## src/core/operand_addr_pkg.sv

```systemverilog
// shared types and constants of the operand address generator
package operand_addr_pkg;

    // ------------------------------------------------------------
    // widths and fixed values
    // ------------------------------------------------------------
    localparam int DATA_W = 8;              // byte width of the core
    localparam int ADDR_W = 16;             // unified memory space width
    localparam logic [7:0] DP_PAGE_HIGH = 8'h00;  // direct page = page 0
    localparam logic [7:0] PTR_STEP = 8'h01;      // pair high byte offset
    localparam logic [7:0] X_INC_STEP = 8'h01;    // auto increment step
    localparam logic [7:0] ZERO_INDEX = 8'h00;    // no index added
    localparam logic [7:0] BYTE_ZERO = 8'h00;     // cleared byte
    localparam logic [15:0] ADDR_ZERO = 16'h0000; // cleared address
    localparam logic [6:0] CARRY_PAD = 7'h00;     // upper bits of carry

    // ------------------------------------------------------------
    // addressing modes, grouped into the six classes
    // ------------------------------------------------------------
    typedef enum logic [3:0] {
        MODE_REG      = 4'h0,  // register
        MODE_IMM      = 4'h1,  // immediate
        MODE_DP       = 4'h2,  // direct page
        MODE_ABS      = 4'h3,  // absolute
        MODE_DP_X     = 4'h4,  // indexed, x no offset
        MODE_DP_X_INC = 4'h5,  // indexed, x auto increment
        MODE_DP_OFF_X = 4'h6,  // indexed, dp plus x
        MODE_DP_OFF_Y = 4'h7,  // indexed, dp plus y
        MODE_ABS_Y    = 4'h8,  // indexed, absolute plus y
        MODE_IND_DP   = 4'h9,  // indirect, jump target from dp pair
        MODE_IND_X    = 4'hA,  // indirect, pair at dp plus x
        MODE_IND_Y    = 4'hB   // indirect, pair at dp, then plus y
    } addr_mode_t;

    // register operand selector
    typedef enum logic [2:0] {
        SEL_ACC   = 3'h0,
        SEL_X     = 3'h1,
        SEL_Y     = 3'h2,
        SEL_CARRY = 3'h3,
        SEL_PSW   = 3'h4
    } reg_sel_t;

    // request from the core's decoder
    typedef struct packed {
        logic       valid;   // one-cycle request strobe
        addr_mode_t mode;    // addressing mode
        logic       rmw;     // read-modify-write operation
        reg_sel_t   reg_sel; // register operand in register mode
        logic [7:0] op_lo;   // second instruction byte
        logic [7:0] op_hi;   // third instruction byte
    } op_req_t;

    // architectural registers as seen at request time
    typedef struct packed {
        logic [7:0] acc;
        logic [7:0] x;
        logic [7:0] y;
        logic       carry;
        logic [7:0] program_status_word;
    } core_regs_t;

    // result handed back to the core
    typedef struct packed {
        logic [15:0] ea;       // effective address
        logic [7:0]  data;     // data value (register or immediate)
        logic        has_addr; // ea is meaningful
        logic        has_data; // data is meaningful, no memory lookup
        logic        is_jump;  // ea is a jump target
        logic        rmw;      // read-modify-write on ea
    } op_result_t;

endpackage

```

## src/core/page_index_adder.sv

```systemverilog
// index plus offset inside the direct page
`timescale 1ns/10ps
`default_nettype none
module page_index_adder (
    input wire logic [7:0] offset,
    input wire logic [7:0] index,
    output logic [15:0] page_addr
);
    import operand_addr_pkg::*;

    // ------------------------------------------------------------
    // 8-bit sum, carry dropped so the page wraps
    // ------------------------------------------------------------
    logic [7:0] low_sum; // wrapped low byte

    // carry out is discarded on purpose: never leave page zero
    assign low_sum = 8'(offset + index);
    assign page_addr = {DP_PAGE_HIGH, low_sum};
endmodule
`default_nettype wire

```

## src/core/wide_index_adder.sv

```systemverilog
// 16-bit base plus 8-bit index across the whole space
`timescale 1ns/10ps
`default_nettype none
module wide_index_adder (
    input wire logic [15:0] base,
    input wire logic [7:0] index,
    output logic [15:0] sum
);
    import operand_addr_pkg::*;

    // ------------------------------------------------------------
    // full carry into the high byte, wraps at the top of memory
    // ------------------------------------------------------------
    assign sum = 16'(base + {BYTE_ZERO, index});
endmodule
`default_nettype wire

```

## src/core/operand_address_generator.sv

```systemverilog
// operand address generation for the 8-bit core
`timescale 1ns/10ps
`default_nettype none
module operand_address_generator (
    input wire logic mclk,
    input wire logic rst,
    input wire operand_addr_pkg::op_req_t req,
    input wire operand_addr_pkg::core_regs_t regs,
    output logic req_ready,
    output logic done,
    output operand_addr_pkg::op_result_t result,
    output logic x_inc_valid,
    output logic [7:0] x_inc_value,
    output logic mem_req,
    output logic [15:0] mem_addr,
    input wire logic [7:0] mem_rdata,
    input wire logic mem_ack
);
    import operand_addr_pkg::*;

    // ------------------------------------------------------------
    // sequencer states
    // ------------------------------------------------------------
    typedef enum logic [2:0] {
        ST_IDLE   = 3'b001, // waiting for a request
        ST_PTR_LO = 3'b010, // fetching pointer low byte
        ST_PTR_HI = 3'b100  // fetching pointer high byte
    } seq_state_t;

    seq_state_t state_reg;     // current state
    seq_state_t state_next;    // next state
    op_result_t result_reg;    // registered result
    op_result_t direct_res;    // result of a single-cycle mode
    logic done_reg;            // one-cycle completion strobe
    logic x_inc_reg;           // one-cycle x update strobe
    logic [7:0] x_new_reg;     // incremented x value
    logic [15:0] ptr_addr_reg; // pointer byte address on the bus
    logic [7:0] ptr_lo_reg;    // captured pointer low byte
    logic [7:0] post_idx_reg;  // index added after the pair fetch
    logic is_jump_reg;         // pair gives a jump target
    logic rmw_reg;             // latched rmw flag
    logic accept;              // request taken this cycle
    logic indirect;            // request needs a pointer fetch
    logic [7:0] dp_index;      // index fed to the page adder
    logic [15:0] dp_sum;       // page-wrapped operand plus index
    logic [15:0] wide_base;    // base fed to the wide adder
    logic [7:0] wide_index;    // index fed to the wide adder
    logic [15:0] wide_sum;     // base plus index over all memory
    logic [7:0] reg_value;     // register operand value
    logic [7:0] ptr_next_lo;   // low byte of the pair's second address

    // ------------------------------------------------------------
    // request acceptance
    // ------------------------------------------------------------
    // new requests only in idle; one in flight at a time keeps the
    // pointer capture simple at the cost of no overlap
    assign req_ready = (state_reg == ST_IDLE);
    assign accept = req.valid && req_ready;

    // modes that must read a byte pair before the address is known
    always_comb begin
        unique case (req.mode)
            MODE_IND_DP, MODE_IND_X, MODE_IND_Y: begin
                indirect = 1'b1;
            end
            default: begin
                indirect = 1'b0; // also covers unused codes
            end
        endcase
    end

    // ------------------------------------------------------------
    // adders
    // ------------------------------------------------------------
    // index for the direct page adder, chosen from the mode
    always_comb begin
        unique case (req.mode)
            MODE_DP_OFF_X, MODE_IND_X: begin
                dp_index = regs.x;
            end
            MODE_DP_OFF_Y: begin
                dp_index = regs.y;
            end
            default: begin
                dp_index = ZERO_INDEX;
            end
        endcase
    end

    page_index_adder u_page_adder (
        .offset(req.op_lo),
        .index(dp_index),
        .page_addr(dp_sum)
    );

    // wide adder: absolute plus y at request time, or the fetched
    // pointer plus the latched post index when the pair completes
    always_comb begin
        if (state_reg == ST_PTR_HI) begin
            wide_base = {mem_rdata, ptr_lo_reg};
            wide_index = post_idx_reg;
        end else begin
            wide_base = {req.op_hi, req.op_lo};
            wide_index = regs.y;
        end
    end

    wide_index_adder u_wide_adder (
        .base(wide_base),
        .index(wide_index),
        .sum(wide_sum)
    );

    // second byte of a pair stays in the direct page
    assign ptr_next_lo = 8'(ptr_addr_reg[7:0] + PTR_STEP);

    // ------------------------------------------------------------
    // register operand select
    // ------------------------------------------------------------
    always_comb begin
        unique case (req.reg_sel)
            SEL_ACC: begin
                reg_value = regs.acc;
            end
            SEL_X: begin
                reg_value = regs.x;
            end
            SEL_Y: begin
                reg_value = regs.y;
            end
            SEL_CARRY: begin
                reg_value = {CARRY_PAD, regs.carry};
            end
            SEL_PSW: begin
                reg_value = regs.program_status_word;
            end
            default: begin
                reg_value = BYTE_ZERO; // illegal selector reads zero
            end
        endcase
    end

    // ------------------------------------------------------------
    // single-cycle result forming
    // ------------------------------------------------------------
    always_comb begin
        direct_res = '0;
        direct_res.rmw = req.rmw;
        unique case (req.mode)
            MODE_REG: begin
                // no memory address formed at all
                direct_res.data = reg_value;
                direct_res.has_data = 1'b1;
            end
            MODE_IMM: begin
                direct_res.data = req.op_lo;
                direct_res.has_data = 1'b1;
            end
            MODE_DP: begin
                direct_res.ea = {DP_PAGE_HIGH, req.op_lo};
                direct_res.has_addr = 1'b1;
            end
            MODE_ABS: begin
                // rmw flag passes through for shift, rotate, inc, dec
                direct_res.ea = {req.op_hi, req.op_lo};
                direct_res.has_addr = 1'b1;
            end
            MODE_DP_X, MODE_DP_X_INC: begin
                direct_res.ea = {DP_PAGE_HIGH, regs.x};
                direct_res.has_addr = 1'b1;
            end
            MODE_DP_OFF_X, MODE_DP_OFF_Y: begin
                direct_res.ea = dp_sum;
                direct_res.has_addr = 1'b1;
            end
            MODE_ABS_Y: begin
                direct_res.ea = wide_sum;
                direct_res.has_addr = 1'b1;
            end
            default: begin
                // indirect modes and unused codes: no address or data valid
                direct_res.ea = ADDR_ZERO;
            end
        endcase
    end

    // ------------------------------------------------------------
    // sequencer
    // ------------------------------------------------------------
    always_comb begin
        state_next = state_reg;
        unique case (state_reg)
            ST_IDLE: begin
                if (accept && indirect) begin
                    state_next = ST_PTR_LO;
                end
            end
            ST_PTR_LO: begin
                if (mem_ack) begin
                    state_next = ST_PTR_HI;
                end
            end
            ST_PTR_HI: begin
                if (mem_ack) begin
                    state_next = ST_IDLE;
                end
            end
            default: begin
                state_next = ST_IDLE; // recover from an illegal code
            end
        endcase
    end

    // state register
    always_ff @(posedge mclk or posedge rst) begin
        if (rst) begin
            state_reg <= ST_IDLE;
        end else begin
            state_reg <= state_next;
        end
    end

    // memory request is held for the whole pair fetch
    assign mem_req = (state_reg == ST_PTR_LO) || (state_reg == ST_PTR_HI);
    assign mem_addr = ptr_addr_reg;

    // ------------------------------------------------------------
    // pointer address and fetched bytes
    // ------------------------------------------------------------
    always_ff @(posedge mclk or posedge rst) begin
        if (rst) begin
            ptr_addr_reg <= ADDR_ZERO;
            ptr_lo_reg <= BYTE_ZERO;
        end else if (accept && indirect) begin
            // pair location: operand, or operand plus x
            ptr_addr_reg <= dp_sum;
        end else if (state_reg == ST_PTR_LO && mem_ack) begin
            // low byte sits at the lower location
            ptr_lo_reg <= mem_rdata;
            ptr_addr_reg <= {DP_PAGE_HIGH, ptr_next_lo};
        end
    end

    // attributes of the indirect request kept across the fetch
    always_ff @(posedge mclk or posedge rst) begin
        if (rst) begin
            post_idx_reg <= ZERO_INDEX;
            is_jump_reg <= 1'b0;
            rmw_reg <= 1'b0;
        end else if (accept && indirect) begin
            // y is sampled at request so a later change cannot leak in
            post_idx_reg <= (req.mode == MODE_IND_Y) ? regs.y
                                                     : ZERO_INDEX;
            is_jump_reg <= (req.mode == MODE_IND_DP);
            rmw_reg <= req.rmw;
        end
    end

    // ------------------------------------------------------------
    // result register and completion strobe
    // ------------------------------------------------------------
    always_ff @(posedge mclk or posedge rst) begin
        if (rst) begin
            result_reg <= '0;
            done_reg <= 1'b0;
        end else if (accept && !indirect) begin
            result_reg <= direct_res;
            done_reg <= 1'b1;
        end else if (state_reg == ST_PTR_HI && mem_ack) begin
            // pair complete: high byte arrives now, plus post index
            result_reg.ea <= wide_sum;
            result_reg.data <= BYTE_ZERO;
            result_reg.has_addr <= 1'b1;
            result_reg.has_data <= 1'b0;
            result_reg.is_jump <= is_jump_reg;
            result_reg.rmw <= rmw_reg;
            done_reg <= 1'b1;
        end else begin
            done_reg <= 1'b0; // result holds until the next one
        end
    end

    // ------------------------------------------------------------
    // x auto increment
    // ------------------------------------------------------------
    // x is owned by the core; it takes x_inc_value on the strobe,
    // which comes with the same done as the address that used old x
    always_ff @(posedge mclk or posedge rst) begin
        if (rst) begin
            x_inc_reg <= 1'b0;
            x_new_reg <= BYTE_ZERO;
        end else if (accept && req.mode == MODE_DP_X_INC) begin
            x_inc_reg <= 1'b1;
            x_new_reg <= 8'(regs.x + X_INC_STEP);
        end else begin
            x_inc_reg <= 1'b0;
        end
    end

    // ------------------------------------------------------------
    // outputs
    // ------------------------------------------------------------
    assign done = done_reg;
    assign result = result_reg;
    assign x_inc_valid = x_inc_reg;
    assign x_inc_value = x_new_reg;
endmodule
`default_nettype wire

```

## config.mk

```make
export PLATFORM = sky130hd
export DESIGN_NAME = operand_address_generator
export DESIGN_NICKNAME = d
export VERILOG_FILES = /design/src/core/operand_addr_pkg.sv /design/src/core/page_index_adder.sv /design/src/core/wide_index_adder.sv /design/src/core/operand_address_generator.sv
export SDC_FILE = /design/constraint.sdc
export NUM_CORES = 1
export LEC_CHECK = 0
export BUFFER_PORTS_ARGS = -buffer_cell sky130_fd_sc_hd__buf_4
export CORE_ASPECT_RATIO = 2
export CORE_MARGIN = 5
export CORE_UTILIZATION = 54
export DETAILED_ROUTE_END_ITERATION = 6
export GPL_ROUTABILITY_DRIVEN = 1
export GPL_TIMING_DRIVEN = 0
export PLACE_DENSITY = 0.81
export SLEW_MARGIN = 5
export SYNTH_ARGS = -nofsm -noshare
export SYNTH_HDL_FRONTEND = slang
export SYNTH_SLANG_ARGS = --single-unit
```

## constraint.sdc

```tcl
create_clock -name mclk -period 4.5 [get_ports mclk]
set_input_delay 0.675 -clock mclk [delete_from_list [all_inputs] [get_ports mclk]]
set_output_delay 0.675 -clock mclk [all_outputs]
set_load 0.005 [all_outputs]
```

Word-level counts from Yosys, hierarchy flattened
Cells that the tools add are included.
Widths: inputs -> output; s select.
{ "totals": {"register_bits": 75, "output_inout_bits": 56, "input_bits": 69, "word_cells": 82} }
{ "classes": {"bitwise": 1, "n_reduce_logical": 20, "n_eq_ne": 21, "add_sub_neg": 4, "n_mux": 21} }
{ "op_table": {"columns": ["operator", "count"], "rows": [
  ["$pmux 16 s5", 1],
  ["$mux 28", 2],
  ["$mux 16", 3],
  ["$pmux 8 s5", 1],
  ["$pmux 8 s2", 2],
  ["$add 16x8->16", 1],
  ["$add 8x1->8 const B", 2],
  ["$eq 4x3->1 const B", 4],
  ["$eq 4x4->1 const B", 4],
  ["$mux 8", 2],
  ["$eq 3x2->1 const B", 3],
  ["$mux 3", 3],
  ["$pmux 3 s3", 1],
  ["$add 8x8->8", 1],
  ["$eq 4x2->1 const B", 2],
  ["$reduce_or 2->1", 4],
  ["$reduce_or 7->1", 1],
  ["$eq 3x1->1 const B", 2],
  ["$eq 3x3->1 const B", 2],
  ["$logic_and 1x1->1", 6],
  ["$mux 1", 6],
  ["$eq 4x1->1 const B", 1],
  ["$logic_not 4->1", 1],
  ["$ne 2x2->1 const B", 2],
  ["9 further kinds", 10]
]} }

Longest topological paths before layout
{ "logic_depth": {"ltp_word": 6, "mapped_depth": 14, "ltp_nobuf": 13} }

By module
A second synthesis with hierarchy kept.
{ "unflattened": {"hier_cells": 567, "area_unflattened_um2": 5362.6} }
{ "modules_own_cells": {"columns": ["module", "instances", "seq_area_each_um2", "cells_per_inst", "area_each_um2"], "rows": [
  ["operand_address_generator", 1, 1878.1, 455, 4498.1],
  ["wide_index_adder", 1, 0.0, 62, 490.5],
  ["page_index_adder", 1, 0.0, 50, 374.1]
]} }

Least setup slack after synthesis
No wires, ideal clock.
{ "synth_path": {"path_type": "register -> register", "startpoint": "reg state_reg[1]", "endpoint": "reg result_reg (netlist bit result[22])", "required_ps": 4417, "path_buffers": 4, "setup_ps": 83, "path_stages_with_launch": 15, "arrival_ps": 3251, "slack_ps": 1166, "synth_period_minus_slack_ps": 3334, "cell_sequence": "dfrtp_1 buf_6 or3b_1 buf_6 buf_2 buf_2 mux2_2 ha_1 fa_1 a21oi_1 o211ai_1 a21oi_1 nor2_1 xor2_1 o21ai_0"} }
{ "synth_between": {"elab_chain_len": 5, "word_cells_on_any_way": 12, "classes_between": "add/sub: 1; eq/ne: 2; mux: 5; reduce/logical: 4"} }
{ "synth_rtl": {"columns": ["element", "line", "text"], "rows": [
  ["start, declared", "operand_address_generator.sv:30", "seq_state_t state_reg;"],
  ["start signal, assigned", "operand_address_generator.sv:219", "state_reg <= state_next;"],
  ["$eq 3x3->1", "operand_address_generator.sv:99, operand_address_generator.sv:269", null],
  ["$mux 16 / $mux 8 (equally long branches)", "operand_address_generator.sv:99", "if (state_reg == ST_PTR_HI) begin"],
  ["$add 16x8->16", "wide_index_adder.sv:14", "assign sum = 16'(base + {BYTE_ZERO, index});"],
  ["$pmux 16 s5 / $mux 28 (equally long branches)", "operand_address_generator.sv:149, operand_address_generator.sv:269", null],
  ["$mux 28", "operand_address_generator.sv:266", "end else if (accept && !indirect) begin"],
  ["end signal, assigned", "operand_address_generator.sv:267", "result_reg <= direct_res;"],
  ["end, declared", "operand_address_generator.sv:32", "op_result_t result_reg;"]
]} }
Parallel ways exist; a longest one is shown, timed or not. The select of a mux whose other input is x is not followed.
A chain may end at the register's enable or synchronous reset.

Worst setup path in the final report
{ "layout_path": {"startpoint": "reg state_reg[0]", "endpoint": "reg result_reg (netlist bit result[24])"} }
Same word-level chain as after synthesis.

==> results.cfg <==
[sta]
finalHoldViolCount = 0
slew_violations = 0
fin_crit_sh = 0.871
fin_ws_ps = 578
worstMarginPinSlew_ps = 933
tns_ps = 0
maxSlewHeadroom = 0.373
setup_viol = 0
clock_skew_ps = 4.76
finalCriticalPeriod_ps = 3920
timing.fmax_mhz = 255
rsz0062_at_grt = false

[floorplanning]
num_rows = 48
die_width_um = 76.1
core_area_um2 = 8590
ioPinCount = 125
die_area_um2 = 10800
start_util = 0.549
die_h_um = 142

[setup_path]
r2r-end = result[24]
cp_max_fo = 10
worstSetupEndpoint = result[24]
crit_required_ps = 4710
crit_slowest_cell = dfstp_2
path_cells = or3b_1 > buf_6 > buf_2 > buf_2 > mux2_2 > ha_1 > fa_1 > a21oi_1 > o211ai_1 > a21oi_1 > nor3_1 > xor2_1 > o21ai_1
start_kind = flop
startpoint = state_reg[0]
cp.depth = 13
reg2reg_from = state_reg[0]
end_kind = flop
path_class = flop to flop
worstRegToRegCells = 13
reg2reg_slack_ps = 580
crit_buf_inv = 3
critPathTopFamily = compound AO/OA/AOI/OAI gates
cpPeakStageDelay_ps = 570
arrival_ps = 4130

[synthesis]
synthTopCellsByArea = dfrtp_1 35%, nand2_1 7.5%, o21ai_0 5.0%, ha_1 4.5%, mux2i_1 4.0%
synth.avg_cell_area_um2 = 8.61
yosysMostFrequentCell = nand2_1
synthArstFlopShare = 1.00
synth_commonest_cells = 94 x nand2_1, 66 x dfrtp_1, 47 x o21ai_0, 39 x nor2_1, 29 x a21oi_1
ys_types = 57
ys.flop_type = dfrtp_1
synth-edff-count = 0
postSynthCellCount = 548
synth-seq-cells = 67
synth_top_cell_by_area = dfrtp_1
syn_area_um2 = 4720
ys_seq_area_frac = 0.356
synth_top_area_frac = 0.350
ys.warnings.count = 0

[placed_design]
port_buffers = 115
place_inst = 770
gp_congestion = 1.02
place_area_um2 = 5740
dp_hpwl_um = 13400
pre_cts_ws_ps = 599

[global_routing]
grt-ovfl-total = 0
antenna_found_initial = 0
grt_max_degree = 68
grt_usage = 0.307
grt_pass1_wl_um = 26100
grt_pass1_vias = 4904

[clocking]
post_cts_buffers = 0
cts_tree = yes
cts_buffers = 9
cts-root-buf = clkbuf_16
cts.sinks = 67
clock_latency_ps = 340
cts_max_level = 3
clkSlewWorstSetupHoldPaths_ps = 60
cts_resized = 0
clock_path_buffers = 2
hold_buffers = 0

[final_layout]
drive_above_1_share = 0.258
seqCellArea_um2 = 1680
largest_register_ffs = 28
final_area_um2 = 6040
nNetsFinal = 769
fillers = 701
syn_to_final_growth_pct = 28.1
final_cell_count_no_fill = 786
multi_input_area_um2 = 2840
n_antenna_cell = 0

[route]
dr.first_iter.drc_count = 292
vias_per_cell = 6.13
drt_pass1_iterations = 5
vias = 4815
drc_errors = 0
post_drt_wl_per_cell_um = 21.3
wl_um = 16700
ant_nets = 0

[worst_hold_path]
worstHoldPathCells = 2
hold_path.class = flop to flop

[outcome]
run_status = finished, final reports clean

[pwr]
ir_worst_vdd_mv = 0.280
p_leak_nw = 2.92
power_density_nw_per_um2 = 337
total_power_mw = 2.03

[flow_run]
cap_viol_max_count = 0
power breakdown:
part	internal (mW)	total, mW	switching (mW)
clock	0.461	0.734	0.273
sequential	0.691	0.756	0.0651
combinational	0.266	0.544	0.278
routing by layer:
metal	global-route usage	routed length (µm)	up-vias
li1	-	-	2220
met1	0.312	5710	2305
met2	0.565	8900	219
met3	0.0589	1030	71
met4	0.194	1060	0
met5	0	0	-
cells in the final DEF (no fill, tap or decap), types with 3 or more instances in the layout:
cell type	n
buf_4	123
nand2_1	94
dfrtp_1	66
o21ai_0	47
nor2_1	39
a21oi_1	29
a22oi_1	21
nand3_1	19
mux2i_1	19
clkbuf_1	17
ha_1	17
xor2_1	16
mux2_2	16
xnor2_1	14
nor2b_1	11
inv_1	10
a22o_1	10
buf_2	9
clkbuf_16	9
conb_1	8
a2bb2oi_1	7
nor3_1	7
a31oi_1	6
nand4_1	5
and3_1	4
o21ai_1	4
o211ai_1	4
a221o_1	4
nand2b_1	3
nor3b_1	3
o22ai_1	3
a211oi_1	3
worst register-to-register path: cells and delay by family (launching register included):
family,cells,cell delay [ps]
AO/OA/AOI/OAI,4,950
XOR/XNOR,1,210
adder cells (fa/ha/maj),2,640
buffers and inverters,3,810
flip-flops,1,570
multiplexers,1,380
AND/OR/NAND/NOR,2,250
stage by stage:
stage	util	hold WS, ps
2_1_floorplan	-	433
3_3_place_gp	0.668	446
3_5_place_dp	0.668	456
4_1_cts	0.704	469
5_1_grt	0.704	497
6_report	0.704	468
area by class of cell:
| class | instances | share of cell area |
|---|---|---|
| inverter | 11 | 0.00725 |
| tap | 100 | 0.0207 |
| buffer | 34 | 0.0304 |
| multi-input combinational | 443 | 0.470 |
| clock inverter | 3 | 0.00766 |
| timing repair buffer | 115 | 0.143 |
| clock buffer | 13 | 0.0431 |
| sequential | 67 | 0.278 |
kinds of logic (layout without fill, tap and decap cells):
logic type                 Yosys count  count (layout)  share of synthesized area
DFF                                 67              67                      0.356
other                                1               8                   0.000795
adders and majority gates           19              19                     0.0536
AOI/OAI and AO/OA                  153             153                      0.209
buffers and inverters               45             176                     0.0477
muxes                               35              35                     0.0785
xor gates and xnor gates            31              31                     0.0607
and+or+nand+nor                    197             197                      0.194
worst min-delay path by stage:
stage | start | slack, ps | to
after floorplan | post_idx_reg[0] | 430 | post_idx_reg[0]
after global placement | post_idx_reg[7] | 450 | post_idx_reg[7]
after detailed placement | post_idx_reg[0] | 460 | post_idx_reg[0]
after CTS | post_idx_reg[0] | 470 | post_idx_reg[0]
after global routing | post_idx_reg[7] | 500 | post_idx_reg[7]
final | post_idx_reg[2] | 470 | post_idx_reg[2]
No activity file was read; power rests on OpenSTA's default activity.
